$ cat src/hdl/memory_map_params.svh
// offsets, field positions, reset values and the debug ROM page for the map decoder
// Notes on behaviour
// - overlaps resolve by priority: debug ROM, registers, RAM, EEPROM, flash, external.
// - 512-byte register block starts at 0, movable to any 2K boundary.
// - mapping registers take one write in normal modes, many in special; the EEPROM enable bit and normal-mode wait-shutdown bit take every write.
// - wait-shutdown bit stops decoding in wait; writable only in normal modes.
// - 2K RAM starts at 0, movable to any 2K boundary.
// - at reset the register block hides the lowest 512 RAM bytes.
// - 1K EEPROM starts at 0C00, movable to any 4K boundary.
// - EEPROM enable maps it; reads as 1 in single-chip modes.
// - swap 0: small flash 1000-7FFF, large flash 8000-FFFF.
// - swap 1: small flash 9000-FFFF, large flash 0000-7FFF.
// - flash enables map their arrays; reset 1 single-chip, 0 expanded.
// - narrow bit makes follow space 8-bit only in expanded wide modes.
// - follow space sits 0200-03FF after the register block and moves with it.
// - follow-space stretch of 0 to 3 E clocks, expanded modes only.
// - external stretch of 0 to 3 E clocks, expanded modes only.
// - 8-bit access: strobe 1 with A0 0 even, strobe 0 with A0 1 odd.
// - 16-bit access: strobe 0 and A0 0 aligned; both 1 swapped halves in RAM, both 0 outside RAM.
// - only RAM may show strobe and A0 both 1, in one cycle.
// - mapping register writes act from the next cycle.
// - with stretch enable, E stays high through stretched external cycles.
`ifndef MEMORY_MAP_PARAMS_SVH
`define MEMORY_MAP_PARAMS_SVH
`define OFS_RAM_BASE    9'h010
`define OFS_REG_BASE    9'h011
`define OFS_NVM_BASE    9'h012
`define OFS_MISC        9'h013
`define BASE5_MSB       7
`define BASE5_LSB       3
`define BASE4_MSB       7
`define BASE4_LSB       4
`define WAIT_SHUT_BIT   0
`define NVM_EN_BIT      0
`define SWAP_BIT        7
`define NARROW_BIT      6
`define FSTR_MSB        5
`define FSTR_LSB        4
`define XSTR_MSB        3
`define XSTR_LSB        2
`define SMALL_EN_BIT    1
`define LARGE_EN_BIT    0
`define RST_RAM_BASE    8'h00
`define RST_REG_BASE    8'h00
`define RST_NVM_BASE    8'h01
`define RST_MISC_EXP    8'h0c
`define RST_MISC_SC     8'h0f
`define DEBUG_ROM_TOP   8'hff
`endif

$ cat src/hdl/memory_map_pkg.sv
// types shared by the map decoder
package memory_map_pkg;
  typedef enum logic [0:0]
  {
    ST_IDLE    = 1'b0,
    ST_STRETCH = 1'b1
  } bus_state_t;
  typedef enum logic [2:0]
  {
    RES_NONE   = 3'b000,
    RES_DEBUG  = 3'b001,
    RES_REGS   = 3'b010,
    RES_RAM    = 3'b011,
    RES_NVM    = 3'b100,
    RES_SMALL  = 3'b101,
    RES_LARGE  = 3'b110,
    RES_EXT    = 3'b111
  } resource_t;
endpackage : memory_map_pkg

$ cat src/hdl/memory_map_decoder.sv
// address-map decoder with mapping registers that are write-once in normal modes except the EEPROM enable and wait-shutdown bits, and stretch control
//
// The address-and-strobe port was decided locally.
`timescale 1ns/1ps
`include "memory_map_params.svh"
module memory_map_decoder #(
  parameter int ADDR_W = 16
) (
  // clock and reset
  input  wire logic              REF_CLK,
  input  wire logic              RST,
  // operating mode and status
  input  wire logic              MODE_SPECIAL,
  input  wire logic              MODE_EXPANDED,
  input  wire logic              MODE_WIDE,
  input  wire logic              WAIT_MODE,
  input  wire logic              DEBUG_MODE,
  input  wire logic              E_STRETCH_ENABLE,
  // register port
  input  wire logic [8:0]        REG_ADDR,
  input  wire logic [7:0]        REG_WDATA,
  input  wire logic              REG_WR,
  input  wire logic              REG_RD,
  output logic      [7:0]        REG_RDATA,
  // cpu access
  input  wire logic              ACC_VALID,
  input  wire logic [ADDR_W-1:0] ACC_ADDR,
  input  wire logic              ACC_WRITE,
  input  wire logic              ACC_WIDE,
  // decode results
  output logic      [2:0]        RESOURCE,
  output logic                   FOLLOW_SPACE,
  output logic                   NARROW_BUS,
  output logic                   LOW_BYTE_STROBE,
  output logic                   ADDR0,
  output logic                   READ_WRITE,
  output logic                   BUSY,
  output logic                   E_CLOCK
);

  initial
  begin
    if (ADDR_W != 16)
      $error("address width must be 16");
  end

  // mapping registers
  logic [7:0]  ram_base_select;
  logic [7:0]  register_block_base_select;
  logic [7:0]  eeprom_base_select;
  logic [7:0]  misc_mapping_control;
  logic [3:0]  written;
  logic [7:0]  rdata;
  logic [7:0]  next_ram_base;
  logic [7:0]  next_reg_base;
  logic [7:0]  next_nvm_base;
  logic [7:0]  next_misc;
  logic [3:0]  next_written;
  logic [7:0]  next_rdata;

  // access pipeline
  memory_map_pkg::bus_state_t state;
  memory_map_pkg::bus_state_t next_state;
  logic [1:0]  count;
  logic [1:0]  next_count;
  logic [2:0]  resource;
  logic [2:0]  next_resource;
  logic        follow;
  logic        next_follow;
  logic        narrow;
  logic        next_narrow;
  logic        strobe;
  logic        next_strobe;
  logic        a0;
  logic        next_a0;
  logic        rw;
  logic        next_rw;
  logic        e_clk;
  logic        next_e_clk;

  // decode helpers
  logic        single_chip;
  logic        map_wait_shutdown;
  logic        nvm_enable;
  logic        flash_swap;
  logic        small_flash_enable;
  logic        large_flash_enable;
  logic        hit_regs;
  logic        hit_follow;
  logic        hit_ram;
  logic        hit_nvm;
  logic        hit_small;
  logic        hit_large;
  logic        hit_debug;
  memory_map_pkg::resource_t pick;
  logic [1:0]  stretch;

  // offset to register index; bit 2 flags a mapped offset
  function automatic logic [2:0] reg_index(input logic [8:0] ofs);
    if (ofs == `OFS_RAM_BASE)
      reg_index = 3'h4;
    else if (ofs == `OFS_REG_BASE)
      reg_index = 3'h5;
    else if (ofs == `OFS_NVM_BASE)
      reg_index = 3'h6;
    else if (ofs == `OFS_MISC)
      reg_index = 3'h7;
    else
      reg_index = 3'h0;
  endfunction : reg_index

  assign single_chip        = ~MODE_EXPANDED;
  assign map_wait_shutdown  = register_block_base_select[`WAIT_SHUT_BIT];
  assign nvm_enable         = eeprom_base_select[`NVM_EN_BIT] | single_chip;
  assign flash_swap         = misc_mapping_control[`SWAP_BIT];
  assign small_flash_enable = misc_mapping_control[`SMALL_EN_BIT];
  assign large_flash_enable = misc_mapping_control[`LARGE_EN_BIT];

  // register file
  always_comb
  begin
    logic [2:0] widx;
    logic [2:0] ridx;
    logic       open_w;
    widx          = reg_index(REG_ADDR);
    ridx          = reg_index(REG_ADDR);
    open_w        = 1'b0;
    next_ram_base = ram_base_select;
    next_reg_base = register_block_base_select;
    next_nvm_base = eeprom_base_select;
    next_misc     = misc_mapping_control;
    next_written  = written;
    next_rdata    = 8'h00;
    if (REG_WR && widx[2])
    begin
      open_w = MODE_SPECIAL | ~written[widx[1:0]];
      if (!MODE_SPECIAL)
        next_written[widx[1:0]] = 1'b1;
      case (widx[1:0])
        2'd0:
        begin
          if (open_w)
            next_ram_base[`BASE5_MSB:`BASE5_LSB] = REG_WDATA[`BASE5_MSB:`BASE5_LSB];
        end
        2'd1:
        begin
          if (open_w)
            next_reg_base[`BASE5_MSB:`BASE5_LSB] = REG_WDATA[`BASE5_MSB:`BASE5_LSB];
          if (!MODE_SPECIAL)
            next_reg_base[`WAIT_SHUT_BIT] = REG_WDATA[`WAIT_SHUT_BIT];
        end
        2'd2:
        begin
          if (open_w)
            next_nvm_base[`BASE4_MSB:`BASE4_LSB] = REG_WDATA[`BASE4_MSB:`BASE4_LSB];
          next_nvm_base[`NVM_EN_BIT] = REG_WDATA[`NVM_EN_BIT];
        end
        default:
        begin
          if (open_w)
            next_misc = REG_WDATA;
        end
      endcase
    end
    if (REG_RD && ridx[2])
    begin
      case (ridx[1:0])
        2'd0:    next_rdata = ram_base_select;
        2'd1:    next_rdata = register_block_base_select;
        2'd2:    next_rdata = {eeprom_base_select[7:1], nvm_enable};
        default: next_rdata = misc_mapping_control;
      endcase
    end
  end

  always_ff @(posedge REF_CLK)
  begin
    if (RST)
    begin
      ram_base_select            <= `RST_RAM_BASE;
      register_block_base_select <= `RST_REG_BASE;
      eeprom_base_select         <= `RST_NVM_BASE;
      misc_mapping_control       <= MODE_EXPANDED ? `RST_MISC_EXP : `RST_MISC_SC;
      written                    <= 4'h0;
      rdata                      <= 8'h00;
    end
    else
    begin
      ram_base_select            <= next_ram_base;
      register_block_base_select <= next_reg_base;
      eeprom_base_select         <= next_nvm_base;
      misc_mapping_control       <= next_misc;
      written                    <= next_written;
      rdata                      <= next_rdata;
    end
  end

  // resource compares, all in the same cycle
  always_comb
  begin
    hit_debug  = DEBUG_MODE && ACC_ADDR[15:8] == `DEBUG_ROM_TOP;
    hit_regs   = ACC_ADDR[15:11] == register_block_base_select[`BASE5_MSB:`BASE5_LSB]
                 && ACC_ADDR[10:9] == 2'b00;
    hit_follow = ACC_ADDR[15:11] == register_block_base_select[`BASE5_MSB:`BASE5_LSB]
                 && ACC_ADDR[10:9] == 2'b01;
    hit_ram    = ACC_ADDR[15:11] == ram_base_select[`BASE5_MSB:`BASE5_LSB];
    hit_nvm    = nvm_enable && ACC_ADDR[15:12] == eeprom_base_select[`BASE4_MSB:`BASE4_LSB]
                 && ACC_ADDR[11:10] == 2'b11;
    if (!flash_swap)
    begin
      hit_small = small_flash_enable && !ACC_ADDR[15] && ACC_ADDR[14:12] != 3'h0;
      hit_large = large_flash_enable && ACC_ADDR[15];
    end
    else
    begin
      hit_small = small_flash_enable && ACC_ADDR[15] && ACC_ADDR[14:12] != 3'h0;
      hit_large = large_flash_enable && !ACC_ADDR[15];
    end
    // registers before RAM hides its low 512 bytes
    if (hit_debug)
      pick = memory_map_pkg::RES_DEBUG;
    else if (hit_regs)
      pick = memory_map_pkg::RES_REGS;
    else if (hit_ram)
      pick = memory_map_pkg::RES_RAM;
    else if (hit_nvm)
      pick = memory_map_pkg::RES_NVM;
    else if (hit_small)
      pick = memory_map_pkg::RES_SMALL;
    else if (hit_large)
      pick = memory_map_pkg::RES_LARGE;
    else if (MODE_EXPANDED)
      pick = memory_map_pkg::RES_EXT;
    else
      pick = memory_map_pkg::RES_NONE;
    if (pick == memory_map_pkg::RES_EXT && hit_follow)
      stretch = misc_mapping_control[`FSTR_MSB:`FSTR_LSB];
    else if (pick == memory_map_pkg::RES_EXT)
      stretch = misc_mapping_control[`XSTR_MSB:`XSTR_LSB];
    else
      stretch = 2'b00;
  end

  // access sequencing and bus signals
  always_comb
  begin
    logic take;
    take          = ACC_VALID && state == memory_map_pkg::ST_IDLE
                    && !(map_wait_shutdown && WAIT_MODE);
    next_state    = state;
    next_count    = count;
    next_resource = resource;
    next_follow   = follow;
    next_narrow   = narrow;
    next_strobe   = strobe;
    next_a0       = a0;
    next_rw       = rw;
    next_e_clk    = ~e_clk;
    case (state)
      memory_map_pkg::ST_IDLE:
      begin
        if (take)
        begin
          next_resource = pick;
          next_follow   = pick == memory_map_pkg::RES_EXT && hit_follow;
          next_narrow   = pick == memory_map_pkg::RES_EXT && hit_follow
                          && MODE_WIDE && misc_mapping_control[`NARROW_BIT];
          next_rw       = ~ACC_WRITE;
          if (!ACC_WIDE)
          begin
            next_strobe = ~ACC_ADDR[0];
            next_a0     = ACC_ADDR[0];
          end
          else if (pick == memory_map_pkg::RES_RAM)
          begin
            next_strobe = ACC_ADDR[0];
            next_a0     = ACC_ADDR[0];
          end
          else
          begin
            next_strobe = 1'b0;
            next_a0     = 1'b0;
          end
          if (stretch != 2'b00)
          begin
            next_state = memory_map_pkg::ST_STRETCH;
            next_count = stretch;
            // raise E with the first stretched cycle, not one late
            if (E_STRETCH_ENABLE)
              next_e_clk = 1'b1;
          end
        end
        else
        begin
          next_resource = memory_map_pkg::RES_NONE;
          next_follow   = 1'b0;
          next_narrow   = 1'b0;
        end
      end
      memory_map_pkg::ST_STRETCH:
      begin
        // a free-running E would hand the external part a short cycle
        if (E_STRETCH_ENABLE && count != 2'd1)
          next_e_clk = 1'b1;
        next_count = count - 2'd1;
        if (count == 2'd1)
          next_state = memory_map_pkg::ST_IDLE;
      end
      default:
        next_state = memory_map_pkg::ST_IDLE;
    endcase
  end

  always_ff @(posedge REF_CLK)
  begin
    if (RST)
    begin
      state    <= memory_map_pkg::ST_IDLE;
      count    <= 2'b00;
      resource <= memory_map_pkg::RES_NONE;
      follow   <= 1'b0;
      narrow   <= 1'b0;
      strobe   <= 1'b0;
      a0       <= 1'b0;
      rw       <= 1'b1;
      e_clk    <= 1'b0;
    end
    else
    begin
      state    <= next_state;
      count    <= next_count;
      resource <= next_resource;
      follow   <= next_follow;
      narrow   <= next_narrow;
      strobe   <= next_strobe;
      a0       <= next_a0;
      rw       <= next_rw;
      e_clk    <= next_e_clk;
    end
  end

  // all outputs straight from flip-flops
  assign REG_RDATA       = rdata;
  assign RESOURCE        = resource;
  assign FOLLOW_SPACE    = follow;
  assign NARROW_BUS      = narrow;
  assign LOW_BYTE_STROBE = strobe;
  assign ADDR0           = a0;
  assign READ_WRITE      = rw;
  assign BUSY            = state;
  assign E_CLOCK         = e_clk;

endmodule : memory_map_decoder

$ cat config.mk
export PLATFORM = sky130hd
export DESIGN_NAME = memory_map_decoder
export DESIGN_NICKNAME = d
export VERILOG_FILES = /design/src/hdl/memory_map_pkg.sv /design/src/hdl/memory_map_decoder.sv
export VERILOG_INCLUDE_DIRS = /design/src /design/src/hdl
export SDC_FILE = /design/constraint.sdc
export NUM_CORES = 1
export LEC_CHECK = 0
export BUFFER_PORTS_ARGS = -buffer_cell sky130_fd_sc_hd__buf_2
export CELL_PAD_IN_SITES_DETAIL_PLACEMENT = 0
export CELL_PAD_IN_SITES_GLOBAL_PLACEMENT = 1
export CORE_ASPECT_RATIO = 2
export CORE_MARGIN = 8
export CORE_UTILIZATION = 42
export CTS_CLUSTER_SIZE = 8
export DETAILED_ROUTE_END_ITERATION = 10
export PLACE_DENSITY_LB_ADDON = 0.25
export SYNTH_ARGS = -nofsm -noshare
export SYNTH_HDL_FRONTEND = slang
export SYNTH_SLANG_ARGS = --single-unit
$ cat constraint.sdc
create_clock -name REF_CLK -period 4.9 [get_ports REF_CLK]
set_input_delay 0.735 -clock REF_CLK [delete_from_list [all_inputs] [get_ports REF_CLK]]
set_output_delay 0.735 -clock REF_CLK [all_outputs]
set_load 0.005 [all_outputs]
==> reports/qor.yml, run 1 <==
detailed_routing:
  wl_met1_um: 2264
  ant_nets: 0
  highest_layer: "met4"
  drt_iter0_markers: 89
  wl_um: 5902
  drcViolationCount: 0
  vias_per_cell: 5.365
  route.vias.total: 1942
  avgRoutedWirePerCell_um: 16.30
  wl_met3_um: 256
  drt-pass1-iter-count: 4
  wl_met2_um: 3220
timing:
  max_slew_margin_pct: 48.53
  tightest_slew_ps: 772.0
  fmax_mhz: 369.3
  rsz0062_at_grt: "false"
  finalClockSkew_ps: 4.941
  slew_viol_final: 0
  hold_viol_final: 0
  setup_viol: 0
  fin_setup_tns_ps: 0
  fin_crit_sh_pct: 55.27
  fin_crit_ps: 2708
cells_and_area:
  final_nets: 348
  syn2layout_area_growth_pct: 17.24
  nFillCells: 566
  drive_gt1_share_pct: 27.48
  n_antenna_cell: 0
power:
  power_mw: 0.7634
  vdd_drop_max_v: 0.0002072
  leakagePower_nw: 1.238
  pwr_density_cell_nw_per_um2: 275.2
logic_synthesis:
  synth_area_leaders: "dfxtp_1, edfxtp_1, mux2i_1"
  synth.most_common_cell: "dfxtp_1"
  synth-async-reset-ratio_pct: 0
  yosys-top-cells-count: "dfxtp_1, nor2_1, mux2i_1, a21oi_1, nand2_1"
  syn_inst: 247
  syn_area_sq_um: 2366
  yosysTopAreaCellShare_pct: 33.84
  seq_area_frac_synth_pct: 44.00
  syn_area_per_cell_sq_um: 9.579
  synth_cell_types: 52
  ys_ff_latch: 48
  synth_flop_cell: "dfxtp_1"
  synth_edf_count: 8
  synth_top_area_cell: "dfxtp_1"
  syn_nets: 294
  synth-warning-count: 0
floorplanning:
  dieWidth_um: 69.07
  dieArea_sq_um: 8437
  coreArea_sq_um: 5420
  start_util_pct: 43.65
  die_y_um: 122.1
  io_pins: 64
  num_rows: 38
grt:
  grt_use_total_pct: 14.23
  grt_max_degree: 45
  grt_pass1_vias: 2032
  overflow: 0
  grt_pass1_wl_um: 9660
  antenna_found_initial: 0
worst_setup_path:
  required_ps: 4880
  critPathMaxFanout: 10
  cp-start-kind: "input pin"
  worst_setup_path_end_kind: "register"
  path_class: "input pin to register"
  arrival_ps: 2690
clock_network:
  cts_tree: "built"
  ctsResizeCount: 0
  postCtsHoldBufs: 0
  h-tree-depth: 2
  path_clk_slew_ps: 90
  cts_setup_buffers: 0
  clock_latency_ps: 300
  clkSinkCount: 48
  cts_buffers: 5
  clockBufferDepth: 2
  root_buffer: "clkbuf_8"
placement:
  globalplace.congestion: 0.7799
  hpwl_um: 4745
  portBuffers: 56
job:
  maxCapViolations: 0
min_path:
  hold_class: "register to register"
status:
  run_status: "complete, no violations"
==> through the flow <==
stage          hold WS (ps)  setup slack (ps)  util (%)  std cells  instance area (sq um)
2_1_floorplan         431.5              2298         -        247                   2366
3_3_place_gp          441.8              1861     49.49        354                   2683
3_5_place_dp          451.9              1851     49.49        354                   2683
4_1_cts               464.4              2190     51.18        362                   2774
5_1_grt               484.2              2095     51.18        362                   2774
6_report              461.1              2192     51.18        362                   2774
==> power breakdown <==
group          switching [mW]  internal [mW]  total (mW)
logic                  0.0512         0.0441      0.0953
registers             0.00984          0.414       0.424
clock network           0.142          0.102       0.244
total                   0.203          0.561       0.763
==> cell families after synthesis <==
family / after synthesis / synth area share [%]
DFF: 48 / 44.00
xor gates and xnor gates: 16 / 5.923
adders and majority gates: 1 / 0.5287
muxes: 20 / 9.148
buffers and inverters: 14 / 2.591
AOI/OAI and AO/OA: 40 / 11.32
and+or+nand+nor: 108 / 26.49
==> registers in the layout (all words and copies together), names as in the netlist, 2 cells and up <==
name / cells
count: 2
written: 4
register_block_base_select: 6
REG_RDATA: 8
eeprom_base_select: 5
misc_mapping_control: 8
RESOURCE: 3
ram_base_select: 5
==> area by class of cell <==
cell class | count | area, sq um | area share, %
clock buffer | 5 | 68.82 | 2.481
clock inverter | 3 | 22.52 | 0.8119
inverter | 4 | 15.01 | 0.5413
multi-input combinational | 185 | 1264 | 45.56
sequential | 48 | 1041 | 37.53
tap | 60 | 75.07 | 2.706
timing repair buffer | 57 | 287.8 | 10.37
==> cells in the final DEF (no fill, tap or decap), types with 2 or more instances in the layout <==
cell type / Yosys / layout
a211oi_1: 2 / 2
a21oi_1: 12 / 12
a22oi_1: 4 / 4
and2_1: 2 / 2
and2b_1: 2 / 2
and3_1: 3 / 3
buf_2: 1 / 56
clkbuf_8: 0 / 5
dfxtp_1: 40 / 40
edfxtp_1: 8 / 8
inv_1: 4 / 4
mux2_2: 3 / 3
mux2i_1: 16 / 16
nand2_1: 12 / 12
nand2_4: 3 / 3
nand2b_1: 8 / 8
nand3_1: 7 / 7
nand3b_1: 2 / 2
nand4_1: 3 / 3
nor2_1: 38 / 38
nor2b_1: 7 / 7
nor3_1: 3 / 3
nor4_1: 5 / 5
nor4b_4: 2 / 2
o21a_1: 2 / 2
o21ai_0: 3 / 3
o22ai_1: 5 / 5
or2_2: 2 / 2
or3_1: 2 / 2
or4_4: 2 / 2
xnor2_1: 9 / 9
xor2_1: 7 / 7
==> final timing paths <==
| path | start | endpoint | slack [ps] | cells past startpoint |
|---|---|---|---|---|
| min reg2reg | E_CLOCK$_SDFF_PP0_ | E_CLOCK$_SDFF_PP0_ | 460 | 1 |
| max | REG_ADDR[6] | misc_mapping_control[1]$_DFFE_PP_ | 2190 | 5 |
| min | E_CLOCK$_SDFF_PP0_ | E_CLOCK$_SDFF_PP0_ | 460 | 1 |
| max reg2reg | misc_mapping_control[7]$_SDFFCE_PP0P_ | E_CLOCK$_SDFF_PP0_ | 2810 | 6 |
==> critical path, cell delays in order <==
cell	delay, ps
buf_2	100
or4_4	540
nor4b_4	490
and3_1	440
a21o_1	380
==> per-layer routing <==
layer	vias up	track usage (%)
li1	981	-
met1	894	13.39
met2	55	27.30
met3	12	3.420
met4	0	7.613
met5	-	0
(Power assumes the default switching activity.)
==> inputs of run 2 (changes only) <==
CORE_UTILIZATION = 39   (was 42)
clock period = 2.6 ns   (was 4.9 ns; I/O delays follow)
==> run 2 against run 1 <==
  * Worst setup slack got worse by 1700 ps
  * Routed wire length rose by 2.8%
  * Largest power group unchanged
  * Final cell count rose by 1.7%
  * Critical path type is now register to register
  * Register-to-register slack got worse by 2300 ps
  * Die area rose by 6.3%
  * Sequential share of layout area fell by 1.3 points
  * Largest cell class unchanged
  * Critical endpoint is now E_CLOCK$_SDFF_PP0_
==> reports/qor.yml, run 2 (synthesized netlist as in run 1, its figures left out) <==
worst_setup_path:
  arrival_ps: 2310  # -380 ps
  path_class: "register to register"
  cp-start-kind: "register"
  critPathMaxFanout: 6  # -4
  worst_setup_path_end_kind: "register"
  r2r_cells: 6  # unchanged
  required_ps: 2800  # -2080 ps
timing:
  max_slew_margin_pct: 64.03  # +15 points
  rsz0062_at_grt: "false"
  fin_crit_sh_pct: 81.28
  fin_crit_ps: 2113
  slew_viol_final: 0  # unchanged
  setup_viol: 0  # unchanged
  holdWs_ps: 356.3  # -104.8 ps
  fmax_mhz: 473.2
  hold_viol_final: 0  # unchanged
  fin_setup_tns_ps: 0  # unchanged
  tightest_slew_ps: 539.6  # -232.4 ps
  finalClockSkew_ps: 4.986  # +0.04518 ps
cells_and_area:
  n_antenna_cell: 0  # unchanged
  final_nets: 351  # +0.86%
  final_common_cell: "buf_2"
  fin_util_pct: 48.30  # -2.9 points
  syn2layout_area_growth_pct: 21.58
  fin_cells: 368  # +1.7%
  layout_common_cells: "buf_2, dfxtp_1, nor2_1"
  drive_gt1_share_pct: 28.20  # +0.71 points
  nFillCells: 589  # +4.1%
detailed_routing:
  vias_per_cell: 5.323  # -0.77%
  drt-pass1-iter-count: 4  # unchanged
  avgRoutedWirePerCell_um: 16.49  # +1.1%
  route.vias.total: 1959  # +0.88%
  drt_iter0_markers: 40  # -55%
  ant_nets: 0  # unchanged
  wl_um: 6067  # +2.8%
  drcViolationCount: 0  # unchanged
clock_network:
  cts_tree: "built"
  root_buffer: "clkbuf_16"
  clock_latency_ps: 290  # about the same
  postCtsHoldBufs: 0  # unchanged
  h-tree-depth: 2  # unchanged
  ctsResizeCount: 0  # unchanged
  cts_buffers: 5  # unchanged
  cts_setup_buffers: 0  # unchanged
  clkSinkCount: 48  # unchanged
  path_clk_slew_ps: 60  # -30 ps
  clockBufferDepth: 2  # unchanged
min_path:
  holdPathStages: 3  # +2
  hold_class: "input pin to register"
grt:
  grt_max_degree: 31  # -31%
  grt_pass1_wl_um: 9853  # +2.0%
  overflow: 0  # unchanged
  grt_pass1_vias: 2042  # +0.49%
  grt_use_total_pct: 14.04  # -0.18 points
  antenna_found_initial: 0  # unchanged
power:
  p_switching_mw: 0.3936  # +94%
  power_mw: 1.711  # +120%
  comb_power_share_pct: 10.6  # -1.9 points
  p_sw_share_pct: 23.00  # -3.5 points
  power_frac_seq_pct: 46.8  # -8.8 points
  vdd_drop_max_v: 0.0003609  # +74%
  clockPowerShare_pct: 42.6  # +11 points
  leakagePower_nw: 1.285  # +3.8%
  pwr_density_cell_nw_per_um2: 594.8  # +120%
  p_int_mw: 1.317  # +130%
floorplanning:
  start_util_pct: 39.73  # -3.9 points
  coreArea_sq_um: 5956  # +9.9%
  io_pins: 64  # unchanged
  dieWidth_um: 71.08  # +2.9%
  num_rows: 40  # +5.3%
  die_y_um: 126.2  # +3.3%
  dieArea_sq_um: 8966  # +6.3%
placement:
  hpwl_um: 5022  # +5.8%
  dp.cells: 360  # +1.7%
  portBuffers: 56  # unchanged
  globalplace.congestion: 0.7769  # -0.38%
job:
  maxCapViolations: 0  # unchanged
status:
  run_status: "complete, no violations"
## run 2: worst max-delay path: stages, from the launching register on
cell	delay, ps
edfxtp_1	440
xor2_1	200
a21boi_0	260
o211ai_1	180
nor4b_4	510
nand3_2	170
a311oi_1	270
## run 2: layout make-up
type | instances | area, sq um | area share (%)
clock inverter | 3 | 42.54 | 1.479
timing repair buffer | 60 | 310.3 | 10.79
clock buffer | 5 | 125.1 | 4.350
inverter | 4 | 15.01 | 0.5220
multi-input combinational | 185 | 1264 | 43.93
tap | 63 | 78.83 | 2.740
sequential | 48 | 1041 | 36.19
## run 2: layer usage
metal | wire length, um | vias up | track usage, %
li1 | - | 995 | -
met1 | 2180 | 923 | 12.37
met2 | 3536 | 34 | 28.42
met3 | 252 | 7 | 2.862
met4 | 99 | 0 | 6.304
met5 | 0 | - | 0
## run 2: power by group through the flow
stage	Sequential, mW	Clock, mW	Combinational [mW]
2_1_floorplan	0.810	0	0.111
3_3_place_gp	0.817	0	0.181
3_5_place_dp	0.818	0	0.183
4_1_cts	0.801	0.739	0.184
5_1_grt	0.804	0.770	0.202
6_report	0.801	0.729	0.181
## run 2: final timing paths
check | start | end | slack [ps]
setup / recovery | misc_mapping_control[7]$_SDFFCE_PP0P_ | E_CLOCK$_SDFF_PP0_ | 490
hold / removal | REG_WDATA[3] | ram_base_select[3]$_SDFFE_PP0P_ | 360
setup reg to reg | misc_mapping_control[7]$_SDFFCE_PP0P_ | E_CLOCK$_SDFF_PP0_ | 490
hold reg to reg | RESOURCE[0]$_SDFFE_PP0N_ | RESOURCE[0]$_SDFFE_PP0N_ | 450
## run 2: through the flow
step	setup slack [ps]	area (sq um)
after floorplan	342.8	2366
after global placement	200.8	2709
after detailed placement	192.9	2709
after CTS	453.9	2877
after global routing	264.1	2877
final	486.7	2877
